## src/clu_cfg.svh

```systemverilog
// Constants of the character display command unit
`ifndef CLU_CFG_SVH
`define CLU_CFG_SVH

// Clock and oscillator
`define CLU_CLK_HZ 50000000
`define CLU_CLK_NS 20
`define CLU_OSC_HZ 250000
`define CLU_OSC_DIV (`CLU_CLK_HZ / `CLU_OSC_HZ)

// Execution times in microseconds and in clock cycles
`define CLU_INSTR_US 40
`define CLU_DATA_US 46
`define CLU_INSTR_CYC ((`CLU_INSTR_US * 1000) / `CLU_CLK_NS)
`define CLU_DATA_CYC ((`CLU_DATA_US * 1000) / `CLU_CLK_NS)

// Row length in oscillator periods and duty row counts
`define CLU_ROW_OSC_1L 400
`define CLU_ROW_OSC_2L 200
`define CLU_DUTY_1L_7 8
`define CLU_DUTY_1L_10 11
`define CLU_DUTY_2L 16

// Register byte offsets
`define CLU_OFS_INSTR 8'h00
`define CLU_OFS_DATA 8'h04
`define CLU_OFS_CFG 8'h08

// Instruction opcode bits
`define CLU_IB_CADDR 7
`define CLU_IB_GADDR 6
`define CLU_IB_FUNC 5
`define CLU_IB_SHIFT 4
`define CLU_IB_DISP 3
`define CLU_IB_ENTRY 2

// Instruction field bits
`define CLU_FB_WIDTH 4
`define CLU_FB_LINES 3
`define CLU_FB_FONT 2
`define CLU_FB_INC 1
`define CLU_FB_SHIFT 0
`define CLU_FB_SC 3
`define CLU_FB_RL 2
`define CLU_FB_DON 2
`define CLU_FB_CUR 1
`define CLU_FB_BLK 0

// Configuration register field positions
`define CLU_CR_ROW_LSB 8
`define CLU_CR_DUTY_LSB 16
`define CLU_CR_OFS_LSB 24

// Reset value of the mode byte: 8-bit bus, increment, rest clear
`define CLU_CFG_RST 8'h90

`endif

```

## src/clu_pkg.sv

```systemverilog
// Types of the character display command unit
package clu_pkg;

  typedef enum logic [1:0] {
    CLU_SEL_INSTR = 2'b00,
    CLU_SEL_DATA = 2'b01,
    CLU_SEL_CFG = 2'b10,
    CLU_SEL_NONE = 2'b11
  } clu_sel_t;

  typedef enum logic [2:0] {
    CLU_OP_NONE = 3'b000,
    CLU_OP_ENTRY = 3'b001,
    CLU_OP_DISP = 3'b010,
    CLU_OP_SHIFT = 3'b011,
    CLU_OP_FUNC = 3'b100,
    CLU_OP_GADDR = 3'b101,
    CLU_OP_CADDR = 3'b110
  } clu_op_t;

  typedef enum logic {
    CLU_ST_IDLE = 1'b0,
    CLU_ST_BUSY = 1'b1
  } clu_state_t;

  typedef struct packed {
    logic valid;
    logic write;
    clu_sel_t sel;
  } clu_dphase_t;

  typedef struct packed {
    logic bus8;
    logic lines2;
    logic font10;
    logic inc;
    logic shift;
    logic disp_on;
    logic cursor;
    logic blink;
  } clu_cfg_t;

endpackage

```

## src/clu_core.sv

```systemverilog
// Command unit of a character display controller with AHB-Lite access
//
// Our own choices: the placing of the registers and the AHB-Lite register port.
`timescale 1ns/100ps
`default_nettype none
`include "clu_cfg.svh"

// What this block does
// - Line-count bit picks one or two lines
// - Duty from lines and font: 8, 11, 16
// - Glyph address load selects glyph RAM
// - Character address load selects character RAM
// - Status read returns busy and pointer
// - Last set-address picks pointer's RAM
// - Data write stores byte at pointer
// - Pointer steps after every data write
// - Character write scrolls display when shift enabled
// - First read without address may be invalid
// - Read right after write returns stale
// - Cursor shift acts as character address
// - Pointer steps after every data read
// - Row 400 or 200 periods, frame rows
// - Busy blocks all but status and config reads
// - Four-bit bus moves high nibble first
// - Step direction: set up, clear down
module clu_core
  import clu_pkg::*;
(
  // Clock and reset
  input wire logic ref_clk,
  input wire logic sys_rst,
  // AHB-Lite slave
  input wire logic hsel,
  input wire logic [31:0] haddr,
  input wire logic [1:0] htrans,
  input wire logic hwrite,
  input wire logic [2:0] hsize,
  input wire logic [31:0] hwdata,
  input wire logic hready,
  output logic hreadyout,
  output logic hresp,
  output logic [31:0] hrdata,
  // Display timing
  output logic row_pulse,
  output logic frame_pulse,
  output logic [3:0] row_index
);

  function automatic clu_sel_t clu_decode_addr(input logic [31:0] a);
    clu_sel_t s;
    s = CLU_SEL_NONE;
    if (a[31:8] == 24'h000000) begin
      if (a[7:0] == `CLU_OFS_INSTR) s = CLU_SEL_INSTR;
      else if (a[7:0] == `CLU_OFS_DATA) s = CLU_SEL_DATA;
      else if (a[7:0] == `CLU_OFS_CFG) s = CLU_SEL_CFG;
    end
    return s;
  endfunction

  function automatic clu_op_t clu_decode_op(input logic [7:0] b);
    clu_op_t o;
    o = CLU_OP_NONE;
    if (b[`CLU_IB_CADDR]) o = CLU_OP_CADDR;
    else if (b[`CLU_IB_GADDR]) o = CLU_OP_GADDR;
    else if (b[`CLU_IB_FUNC]) o = CLU_OP_FUNC;
    else if (b[`CLU_IB_SHIFT]) o = CLU_OP_SHIFT;
    else if (b[`CLU_IB_DISP]) o = CLU_OP_DISP;
    else if (b[`CLU_IB_ENTRY]) o = CLU_OP_ENTRY;
    return o;
  endfunction

  // Pointer step; glyph addresses wrap in six bits
  function automatic logic [6:0] clu_step(input logic [6:0] p,
                                          input logic up,
                                          input logic g);
    logic [6:0] n;
    n = up ? p + 7'h01 : p - 7'h01;
    if (g) n[6] = 1'b0;
    return n;
  endfunction

  function automatic logic [4:0] clu_duty(input clu_cfg_t c);
    logic [4:0] d;
    if (c.lines2) d = 5'(`CLU_DUTY_2L);
    else if (c.font10) d = 5'(`CLU_DUTY_1L_10);
    else d = 5'(`CLU_DUTY_1L_7);
    return d;
  endfunction

  clu_dphase_t dph_q;
  clu_cfg_t cfg_q;
  clu_state_t state_q;
  logic hready_q;
  logic [31:0] hrdata_q;
  logic nib_lo_q;
  logic [3:0] nib_hi_q;
  logic [11:0] exec_cnt_q;
  logic [6:0] address_pointer_q;
  logic glyph_sel_q;
  logic reload_q;
  logic [7:0] latch_q;
  logic [6:0] disp_ofs_q;
  logic [7:0] glyph_ram [64];
  logic [7:0] character_code_ram [128];
  logic [7:0] osc_cnt_q;
  logic [8:0] row_cnt_q;
  logic [3:0] row_idx_q;
  logic row_pulse_q;
  logic frame_pulse_q;

  logic acc;
  logic cmd_busy_indicator;
  logic rd_ev;
  logic wr_ev;
  logic wr_go;
  logic wr_full;
  logic rd_data_go;
  logic rd_full;
  logic rd_stat;
  logic nib_tog;
  logic [7:0] wr_byte;
  logic [7:0] rd_byte;
  clu_op_t op;
  logic instr_full;
  logic data_wr_full;
  logic [4:0] duty;
  logic [8:0] row_len;
  logic [31:0] cfg_word;

  assign acc = hsel & htrans[1] & hready;
  assign cmd_busy_indicator = (state_q == CLU_ST_BUSY);
  assign rd_ev = dph_q.valid & ~dph_q.write & ~hready_q;
  assign wr_ev = dph_q.valid & dph_q.write & hready_q;
  assign wr_go = wr_ev & ~cmd_busy_indicator &
                 (dph_q.sel == CLU_SEL_INSTR || dph_q.sel == CLU_SEL_DATA);
  assign rd_data_go = rd_ev & ~cmd_busy_indicator &
                      (dph_q.sel == CLU_SEL_DATA);
  assign rd_stat = rd_ev & (dph_q.sel == CLU_SEL_INSTR);
  // byte completes on the low nibble
  assign wr_full = wr_go & (cfg_q.bus8 | nib_lo_q);
  assign rd_full = rd_data_go & (cfg_q.bus8 | nib_lo_q);
  assign nib_tog = ~cfg_q.bus8 & (wr_go | rd_stat | rd_data_go);
  assign wr_byte = cfg_q.bus8 ? hwdata[7:0] : {nib_hi_q, hwdata[7:4]};
  assign instr_full = wr_full & (dph_q.sel == CLU_SEL_INSTR);
  assign data_wr_full = wr_full & (dph_q.sel == CLU_SEL_DATA);
  assign op = clu_decode_op(wr_byte);
  assign duty = clu_duty(cfg_q);
  assign row_len = cfg_q.lines2 ? 9'(`CLU_ROW_OSC_2L) : 9'(`CLU_ROW_OSC_1L);
  assign cfg_word = {1'b0, disp_ofs_q, 3'b000, duty, 4'h0, row_idx_q, cfg_q};
  // status byte is busy plus pointer
  assign rd_byte = (dph_q.sel == CLU_SEL_INSTR) ?
                   {cmd_busy_indicator, address_pointer_q} : latch_q;

  // Bus slave: writes zero wait, reads one wait state
  always_ff @(posedge ref_clk) begin
    if (sys_rst) begin
      dph_q <= '{valid: 1'b0, write: 1'b0, sel: CLU_SEL_NONE};
      hready_q <= 1'b1;
      hrdata_q <= 32'h00000000;
    end else begin
      if (hready) begin
        dph_q <= '{valid: acc, write: hwrite, sel: clu_decode_addr(haddr)};
      end
      hready_q <= ~(acc & ~hwrite);
      if (rd_ev) begin
        if (dph_q.sel == CLU_SEL_CFG) hrdata_q <= cfg_word;
        else if (dph_q.sel == CLU_SEL_NONE) hrdata_q <= 32'h00000000;
        else if (cfg_q.bus8) hrdata_q <= {24'h000000, rd_byte};
        else if (nib_lo_q) hrdata_q <= {24'h000000, rd_byte[3:0], 4'h0};
        else hrdata_q <= {24'h000000, rd_byte[7:4], 4'h0};
      end
    end
  end

  always_ff @(posedge ref_clk) begin
    if (sys_rst) begin
      nib_lo_q <= 1'b0;
      nib_hi_q <= 4'h0;
    end else begin
      if (cfg_q.bus8) nib_lo_q <= 1'b0;
      else if (nib_tog) nib_lo_q <= ~nib_lo_q;
      if (wr_go & ~cfg_q.bus8 & ~nib_lo_q) nib_hi_q <= hwdata[7:4];
    end
  end

  always_ff @(posedge ref_clk) begin
    if (sys_rst) begin
      state_q <= CLU_ST_IDLE;
      exec_cnt_q <= 12'h000;
    end else begin
      unique case (state_q)
        CLU_ST_IDLE: begin
          if (instr_full) begin
            state_q <= CLU_ST_BUSY;
            exec_cnt_q <= 12'(`CLU_INSTR_CYC - 1);
          end else if (data_wr_full | rd_full) begin
            state_q <= CLU_ST_BUSY;
            exec_cnt_q <= 12'(`CLU_DATA_CYC - 1);
          end
        end
        CLU_ST_BUSY: begin
          if (exec_cnt_q == 12'h000) state_q <= CLU_ST_IDLE;
          else exec_cnt_q <= exec_cnt_q - 12'h001;
        end
      endcase
    end
  end

  // Mode settings
  always_ff @(posedge ref_clk) begin
    if (sys_rst) begin
      cfg_q <= `CLU_CFG_RST;
    end else if (instr_full) begin
      if (op == CLU_OP_FUNC) begin
        cfg_q.bus8 <= wr_byte[`CLU_FB_WIDTH];
        cfg_q.lines2 <= wr_byte[`CLU_FB_LINES];
        cfg_q.font10 <= wr_byte[`CLU_FB_FONT];
      end
      if (op == CLU_OP_ENTRY) begin
        cfg_q.inc <= wr_byte[`CLU_FB_INC];
        cfg_q.shift <= wr_byte[`CLU_FB_SHIFT];
      end
      if (op == CLU_OP_DISP) begin
        cfg_q.disp_on <= wr_byte[`CLU_FB_DON];
        cfg_q.cursor <= wr_byte[`CLU_FB_CUR];
        cfg_q.blink <= wr_byte[`CLU_FB_BLK];
      end
    end
  end

  // Address pointer and RAM target
  always_ff @(posedge ref_clk) begin
    if (sys_rst) begin
      address_pointer_q <= 7'h00;
      glyph_sel_q <= 1'b0;
      reload_q <= 1'b0;
    end else begin
      reload_q <= 1'b0;
      if (instr_full) begin
        unique case (op)
          CLU_OP_CADDR: begin
            address_pointer_q <= wr_byte[6:0];
            glyph_sel_q <= 1'b0;
            reload_q <= 1'b1;
          end
          CLU_OP_GADDR: begin
            address_pointer_q <= {1'b0, wr_byte[5:0]};
            glyph_sel_q <= 1'b1;
            reload_q <= 1'b1;
          end
          CLU_OP_SHIFT: begin
            if (!wr_byte[`CLU_FB_SC]) begin
              address_pointer_q <= clu_step(address_pointer_q,
                                            wr_byte[`CLU_FB_RL], 1'b0);
              glyph_sel_q <= 1'b0;
              reload_q <= 1'b1;
            end
          end
          CLU_OP_NONE, CLU_OP_ENTRY, CLU_OP_DISP, CLU_OP_FUNC: begin
          end
        endcase
      end else if (data_wr_full) begin
        address_pointer_q <= clu_step(address_pointer_q, cfg_q.inc,
                                      glyph_sel_q);
      end else if (rd_full) begin
        address_pointer_q <= clu_step(address_pointer_q, cfg_q.inc,
                                      glyph_sel_q);
        reload_q <= 1'b1;
      end
    end
  end

  // latch keeps its reset value until a reload
  // read latch is refreshed only by reload
  always_ff @(posedge ref_clk) begin
    if (sys_rst) begin
      latch_q <= 8'h00;
    end else if (reload_q) begin
      latch_q <= glyph_sel_q ? glyph_ram[address_pointer_q[5:0]] :
                 character_code_ram[address_pointer_q];
    end
  end

  // store byte in the selected RAM
  always_ff @(posedge ref_clk) begin
    if (data_wr_full) begin
      if (glyph_sel_q) glyph_ram[address_pointer_q[5:0]] <= wr_byte;
      else character_code_ram[address_pointer_q] <= wr_byte;
    end
  end

  // display scroll on write or shift
  always_ff @(posedge ref_clk) begin
    if (sys_rst) begin
      disp_ofs_q <= 7'h00;
    end else if (data_wr_full & cfg_q.shift & ~glyph_sel_q) begin
      disp_ofs_q <= cfg_q.inc ? disp_ofs_q + 7'h01 : disp_ofs_q - 7'h01;
    end else if (instr_full & (op == CLU_OP_SHIFT) &
                 wr_byte[`CLU_FB_SC]) begin
      disp_ofs_q <= wr_byte[`CLU_FB_RL] ? disp_ofs_q - 7'h01 :
                    disp_ofs_q + 7'h01;
    end
  end

  // oscillator enable, row and frame timing
  always_ff @(posedge ref_clk) begin
    if (sys_rst) begin
      osc_cnt_q <= 8'h00;
      row_cnt_q <= 9'h000;
      row_idx_q <= 4'h0;
      row_pulse_q <= 1'b0;
      frame_pulse_q <= 1'b0;
    end else begin
      row_pulse_q <= 1'b0;
      frame_pulse_q <= 1'b0;
      if (osc_cnt_q == 8'(`CLU_OSC_DIV - 1)) begin
        osc_cnt_q <= 8'h00;
        if (row_cnt_q >= row_len - 9'h001) begin
          row_cnt_q <= 9'h000;
          row_pulse_q <= 1'b1;
          if ({1'b0, row_idx_q} >= duty - 5'h01) begin
            row_idx_q <= 4'h0;
            frame_pulse_q <= 1'b1;
          end else begin
            row_idx_q <= row_idx_q + 4'h1;
          end
        end else begin
          row_cnt_q <= row_cnt_q + 9'h001;
        end
      end else begin
        osc_cnt_q <= osc_cnt_q + 8'h01;
      end
    end
  end

  assign hreadyout = hready_q;
  assign hresp = 1'b0;
  assign hrdata = hrdata_q;
  assign row_pulse = row_pulse_q;
  assign frame_pulse = frame_pulse_q;
  assign row_index = row_idx_q;

  // Row gap count; zero while a line-count change leaves a row unmeasured
  logic [16:0] gap_q;
  logic [11:0] busy_len_q;
  logic busy_ins_q;
  always_ff @(posedge ref_clk) begin
    if (sys_rst || (instr_full && op == CLU_OP_FUNC &&
        wr_byte[`CLU_FB_LINES] != cfg_q.lines2)) gap_q <= 17'h00000;
    else if (row_pulse_q) gap_q <= 17'h00001;
    else if (gap_q != 17'h00000) gap_q <= gap_q + 17'h00001;
  end
  // Length of the current busy stretch and what started it
  always_ff @(posedge ref_clk) begin
    if (sys_rst || !cmd_busy_indicator) busy_len_q <= 12'h000;
    else busy_len_q <= busy_len_q + 12'h001;
  end
  always_ff @(posedge ref_clk) begin
    if (sys_rst) busy_ins_q <= 1'b0;
    else if (instr_full | data_wr_full | rd_full) busy_ins_q <= instr_full;
  end
endmodule // clu_core
`default_nettype wire

```

## config.mk

```make
export PLATFORM = sky130hd
export DESIGN_NAME = clu_core
export DESIGN_NICKNAME = d
export VERILOG_FILES = /design/src/clu_pkg.sv /design/src/clu_core.sv
export VERILOG_INCLUDE_DIRS = /design/src
export SDC_FILE = /design/constraint.sdc
export NUM_CORES = 2
export LEC_CHECK = 0
export ABC_AREA = 0
export BUFFER_PORTS_ARGS = -buffer_cell sky130_fd_sc_hd__buf_2
export CAP_MARGIN = 20
export CORE_ASPECT_RATIO = 0.75
export CORE_MARGIN = 2
export CORE_UTILIZATION = 35
export DETAILED_ROUTE_END_ITERATION = 16
export PLACE_DENSITY = 0.53
export SLEW_MARGIN = 25
export SYNTH_ARGS = -nofsm -noshare
export SYNTH_HDL_FRONTEND = slang
export SYNTH_SLANG_ARGS = --single-unit
```

## constraint.sdc

```tcl
create_clock -name ref_clk -period 7.32 [get_ports ref_clk]
set_clock_uncertainty 0.05 [all_clocks]
set_input_delay 0.732 -clock ref_clk [delete_from_list [all_inputs] [get_ports ref_clk]]
set_output_delay 0.732 -clock ref_clk [all_outputs]
set_load 0.005 [all_outputs]
```

# ---- After elaboration in Yosys (flattened, before gate mapping)
# Memories as Yosys holds them, arrays and structs flattened. A register that Yosys moved wholly into a read port is not among the register bits.
# Cells that the tools add are included.
dict set report word_totals {
  regBits 110
  latch_bits 0
  mem_bits_rw 1536
  mem_bits_ro 0
  input_bits 74
  output_inout_bits 40
  elab_cells 176
  memories 2
}
# memory depth width rd rd_clocked_by_memory_dff wr line_no
set mem_list {}
lappend mem_list {character_code_ram 128 8 1 1 1 clu_core.sv:104} ;# logic [7:0] character_code_ram [128];
lappend mem_list {glyph_ram 64 8 1 1 1 clu_core.sv:103} ;# logic [7:0] glyph_ram [64];
dict set report classes {
  addsub 10
  multipliers 0
  n_div 0
  n_lt_le_gt_ge 2
  eq_ne 17
  n_shift 0
  n_mux 61
  bitwise 37
  n_reduce_logical 20
}
# op count
set op_table {}
lappend op_table {{$mux 7} 12}
lappend op_table {{$mux 8} 6}
lappend op_table {{$mux 12} 3}
lappend op_table {{$mux 31} 1}
lappend op_table {{$logic_not 24->1} 1}
lappend op_table {{$pmux 12 s2} 1}
lappend op_table {{$and 1x1->1} 23}
lappend op_table {{$pmux 7 s3} 1}
lappend op_table {{$mux 1} 19}
lappend op_table {{$mux 9} 2}
lappend op_table {{$add 7x1->7 const B} 2}
lappend op_table {{$sub 7x1->7 const B} 2}
lappend op_table {{$logic_not 12->1} 1}
lappend op_table {{$mux 2} 6}
lappend op_table {{$mux 6} 2}
lappend op_table {{$sub 12x1->12 const B} 1}
lappend op_table {{$not 1->1} 10}
lappend op_table {{$reduce_and 2->1} 5}
lappend op_table {{$add 9x1->9 const B} 1}
lappend op_table {{$eq 3x3->1 const B} 3}
lappend op_table {{$ge 9x9->1} 1}
lappend op_table {{$mux 3} 3}
lappend op_table {{$sub 9x1->9 const B} 1}
lappend op_table {{$add 8x1->8 const B} 1}
lappend op_table {{other kinds (27)} 39}

# ---- Logic depth before layout (Yosys ltp)
dict set report depth {
  depth_word 12
  depth_mapped 13
  mapped_depth_nobuf 9
}

# ---- Worst setup path before layout
# No wires, ideal clock.
dict set report synth_timing {
  path_kind {input-to-reg}
  startpoint {input hwdata[2]}
  endpoint {register (tool-made name)}
  setup_ns 0.132
  arrival_time_ns 5.351
  t_required_ns 7.138
  path_slack_ns 1.787
  path_stages 8
  path_buffers 1
  cell_sequence {mux2i_1 -> inv_1 -> clkbuf_1 -> o21ai_0 -> xnor2_1 -> a211oi_1 -> o21ai_0 -> a21oi_1}
}
# item line_no
set synth_rtl {}
lappend synth_rtl {{start: declaration} clu_core.sv:38} ;# input wire logic [31:0] hwdata,

==> impl_metrics.py <==
metrics = {
    "floorplanning": {
        "placement_rows": 137,
        "dieArea_sq_mm": 0.190,
        "die_w_um": 502,
        "start_util_pct": 35.2,
        "pin_count": 114,
        "fp.coreArea_sq_mm": 0.185,
        "chipHeight_um": 378,
    },
    "timing": {
        "tightest_slew_ns": 1.19,
        "fin_crit_sh_pct": 57.3,
        "setup_total_negative_slack_ns": 0,
        "finalWorstPathRequiredPeriod_ns": 4.20,
        "final-setup-viol-count": 0,
        "slew-limit-headroom_pct": 20.1,
        "maxClockFrequency_mhz": 238,
        "count_of_pins_over_their_slew_limit": 0,
        "finalHoldViolCount": 0,
        "grt_setup_unrepaired": "false",
    },
    "global_routing": {
        "grtUsageTotal_pct": 17.6,
        "initial_antenna_violation_count": 8,
        "grt_first_pass_wirelength_mm": 240,
        "grt_start_max_net_pins": 129,
        "grt_overflow": 0,
        "via_count_of_the_first_global_routing_pass": 32300,
    },
    "power_and_ir_drop": {
        "power.static_leakage_nw": 22.1,
        "max-vdd-ir-drop_uv": 200,
        "total_power_mw": 18.4,
        "power.density_cell_area_mw_per_mm2": 251,
    },
    "final_layout": {
        "multiInputGateArea_sq_mm": 0.0159,
        "layout.cells.most_common": "sky130_fd_sc_hd__edfxtp_1",
        "num-fill-cells": 16800,
        "drive_gt1_share_pct": 23.4,
        "area_growth_pct": 12.4,
        "final-seq-area_sq_mm": 0.0483,
        "design_area_sq_mm": 0.0733,
        "mostFrequentLayoutCells": "sky130_fd_sc_hd__edfxtp_1 (1,536), sky130_fd_sc_hd__mux4_2 (414), sky130_fd_sc_hd__nor2_1 (313)",
        "design.final.nets": 3571,
    },
    "synthesis": {
        "postSynthRegisterBits": 1643,
        "synth_sequential_area_ratio_pct": 74.0,
        "synth-edff-count": 1536,
        "postSynthAreaPerCell_sq_um": 19.2,
        "yosys_warnings": 0,
        "synthFlopType": "sky130_fd_sc_hd__edfxtp_1",
        "syn-instance-count": 3388,
        "netlist_area_sq_mm": 0.0652,
        "synthDistinctLibCells": 81,
        "proportion_of_register_bits_with_asynchronous_set_or_reset_after_synthesis_pct": 0,
    },
    "critical_path": {
        "worstSetupStartpointType": "flop",
        "worstSetupEndpointType": "flop",
        "worst_ep_required_time_ns": 7.89,
        "setup.worst_path.class": "reg -> reg",
        "r2r.worst_path.cells": 7,
        "timing.critical_path.fanout_max": 33,
        "arrival_ns": 4.77,
    },
    "routing": {
        "drc": 0,
        "route.final.wire_length_mm": 168,
        "route.antenna.remaining_nets": 0,
        "iteration_0_drc_count_of_the_detailed_router": 3765,
        "total_met2_wirelength_after_detailed_routing_mm": 73.4,
        "wire_per_inst_um": 27.4,
        "highest_signal_layer_in_the_routed_design": "met5",
        "met3WireLength_mm": 14.9,
        "wirelength_met1_mm": 76.2,
        "drtPass1Iterations": 7,
        "total_via_count_in_the_routed_design": 32900,
        "route.detailed.vias_per_inst": 5.39,
    },
    "clocking": {
        "tritoncts.num_buffers": 153,
        "max-clock-path-buffers": 3,
        "cts-htree-levels": 4,
        "clk_pin_slew_worst_paths_ns": 0.06,
        "cts_resized": 0,
        "cts_sinks": 1643,
        "clockRootBuffer": "sky130_fd_sc_hd__clkbuf_16",
        "clock_insertion_delay_at_the_later_pin_of_the_skew_report_ns": 0.77,
        "postCtsHoldBufs": 0,
        "post-cts-setup-buffer-count": 0,
        "tritoncts": "done",
    },
    "placement": {
        "io_buffer_count": 75,
        "place_hpwl_mm": 97.9,
        "gpl.final_weighted_congestion": 0.782,
        "postPlaceCellArea_sq_mm": 0.0683,
    },
    "outcome": {
        "outcome": "complete, no violations",
    },
    "flow_run": {
        "max_cap_violations": 0,
    },
    "worst_hold_path": {
        "whs_path_depth": 2,
        "worst_hold_path_type": "in -> reg",
    },
}
worst max-delay path, stage by stage (launching register included):
cell                       delay (ns)
sky130_fd_sc_hd__dfxtp_4         0.84
sky130_fd_sc_hd__buf_4           0.58
sky130_fd_sc_hd__buf_4           0.41
sky130_fd_sc_hd__mux4_2          0.60
sky130_fd_sc_hd__mux4_2          0.55
sky130_fd_sc_hd__mux2_2          0.31
sky130_fd_sc_hd__o211ai_1        0.52
sky130_fd_sc_hd__nand3_1         0.12
metal layers:
metal | vias to the layer above | track usage, %
li1 | 14000 | -
met1 | 17600 | 26.4
met2 | 1147 | 25.4
met3 | 211 | 4.86
met4 | 2 | 3.99
met5 | - | 0
final cells by class:
class	count	share of cell area (%)
flip-flops and latches	1643	65.9
multi-input cells	1524	21.7
clock buffers	200	5.69
well taps	2502	4.27
repair buffers	134	1.29
clock inverters	79	0.982
inverters	27	0.167
diodes	1	0.00341
logic make-up after synthesis:
logic type,share of synthesized area (%)
xor gates and xnor gates,0.322
muxes,15.6
other,0.00575
and+or+nand+nor,4.84
DFF,74.0
adders and majority gates,0.269
buffers and inverters,1.88
AOI/OAI and AO/OA,3.08
registers in the layout (all words and copies together) (netlist names), named ones only:
register	count
hreadyout	1
row_pulse	1
disp_ofs_q	7
reload_q	1
row_index	4
osc_cnt_q	8
latch_q	8
character_code_ram	1024
cmd_busy_indicator	1
row_cnt_q	9
glyph_ram	512
hrdata	22
exec_cnt_q	12
frame_pulse	1
address_pointer_q	7
glyph_sel_q	1
nib_lo_q	1
nib_hi_q	4
cfg_q	8
dph_q	4
through the flow:
| stage | setup WS [ns] | std cells | utilization (%) | hold WS [ns] |
|---|---|---|---|---|
| final | 3.12 | 6110 | 39.5 | 0.134 |
| after global routing | 2.87 | 6110 | 39.5 | 0.104 |
| after CTS | 3.15 | 6108 | 39.5 | 0.0728 |
| after detailed placement | 3.17 | 5829 | 36.8 | 0.385 |
| after global placement | 3.06 | 5829 | 36.8 | 0.374 |
| after floorplan | 1.79 | 3397 | - | 0.363 |
where the power goes:
part | switching (mW) | total [mW] | internal (mW)
Combinational | 0.177 | 0.202 | 0.0248
Clock | 3.51 | 7.96 | 4.45
Sequential | 0.00205 | 10.3 | 10.3
Total | 3.69 | 18.4 | 14.7
worst paths after layout:
path,startpoint,endpoint,slack (ns)
setup / recovery,flop,latch_q[0],3.12
hold / removal,htrans[1],hreadyout,0.13
setup reg to reg,flop,latch_q[0],3.12
hold reg to reg,osc_cnt_q[0],osc_cnt_q[0],0.39
cells in the mapped netlist, drive strengths merged (5+ instances only):
cell | number | area share, %
or4 | 6 | 0.069
nand2b | 19 | 0.18
o22ai | 27 | 0.26
nand4 | 20 | 0.19
nor2b | 17 | 0.16
o221ai | 12 | 0.16
nor2 | 316 | 1.8
inv | 24 | 0.14
and2 | 11 | 0.11
xor2 | 13 | 0.17
a221oi | 7 | 0.094
xnor2 | 11 | 0.15
ha | 14 | 0.27
nor4 | 18 | 0.21
a211oi | 25 | 0.31
mux4 | 414 | 14
nand3 | 37 | 0.28
mux2i | 53 | 0.81
mux2 | 28 | 0.48
and3 | 17 | 0.16
nand2 | 156 | 0.90
nand3b | 5 | 0.058
o21ai | 43 | 0.33
dfxtp | 107 | 3.3
edfxtp | 1536 | 71
a22oi | 37 | 0.43
o211ai | 6 | 0.069
a21oi | 70 | 0.55
clkbuf | 88 | 0.51
nor3b | 8 | 0.10
buf | 115 | 1.2
nor3 | 27 | 0.21
or3 | 16 | 0.15
a31oi | 9 | 0.086
No activity file was read; power rests on OpenSTA's default activity.
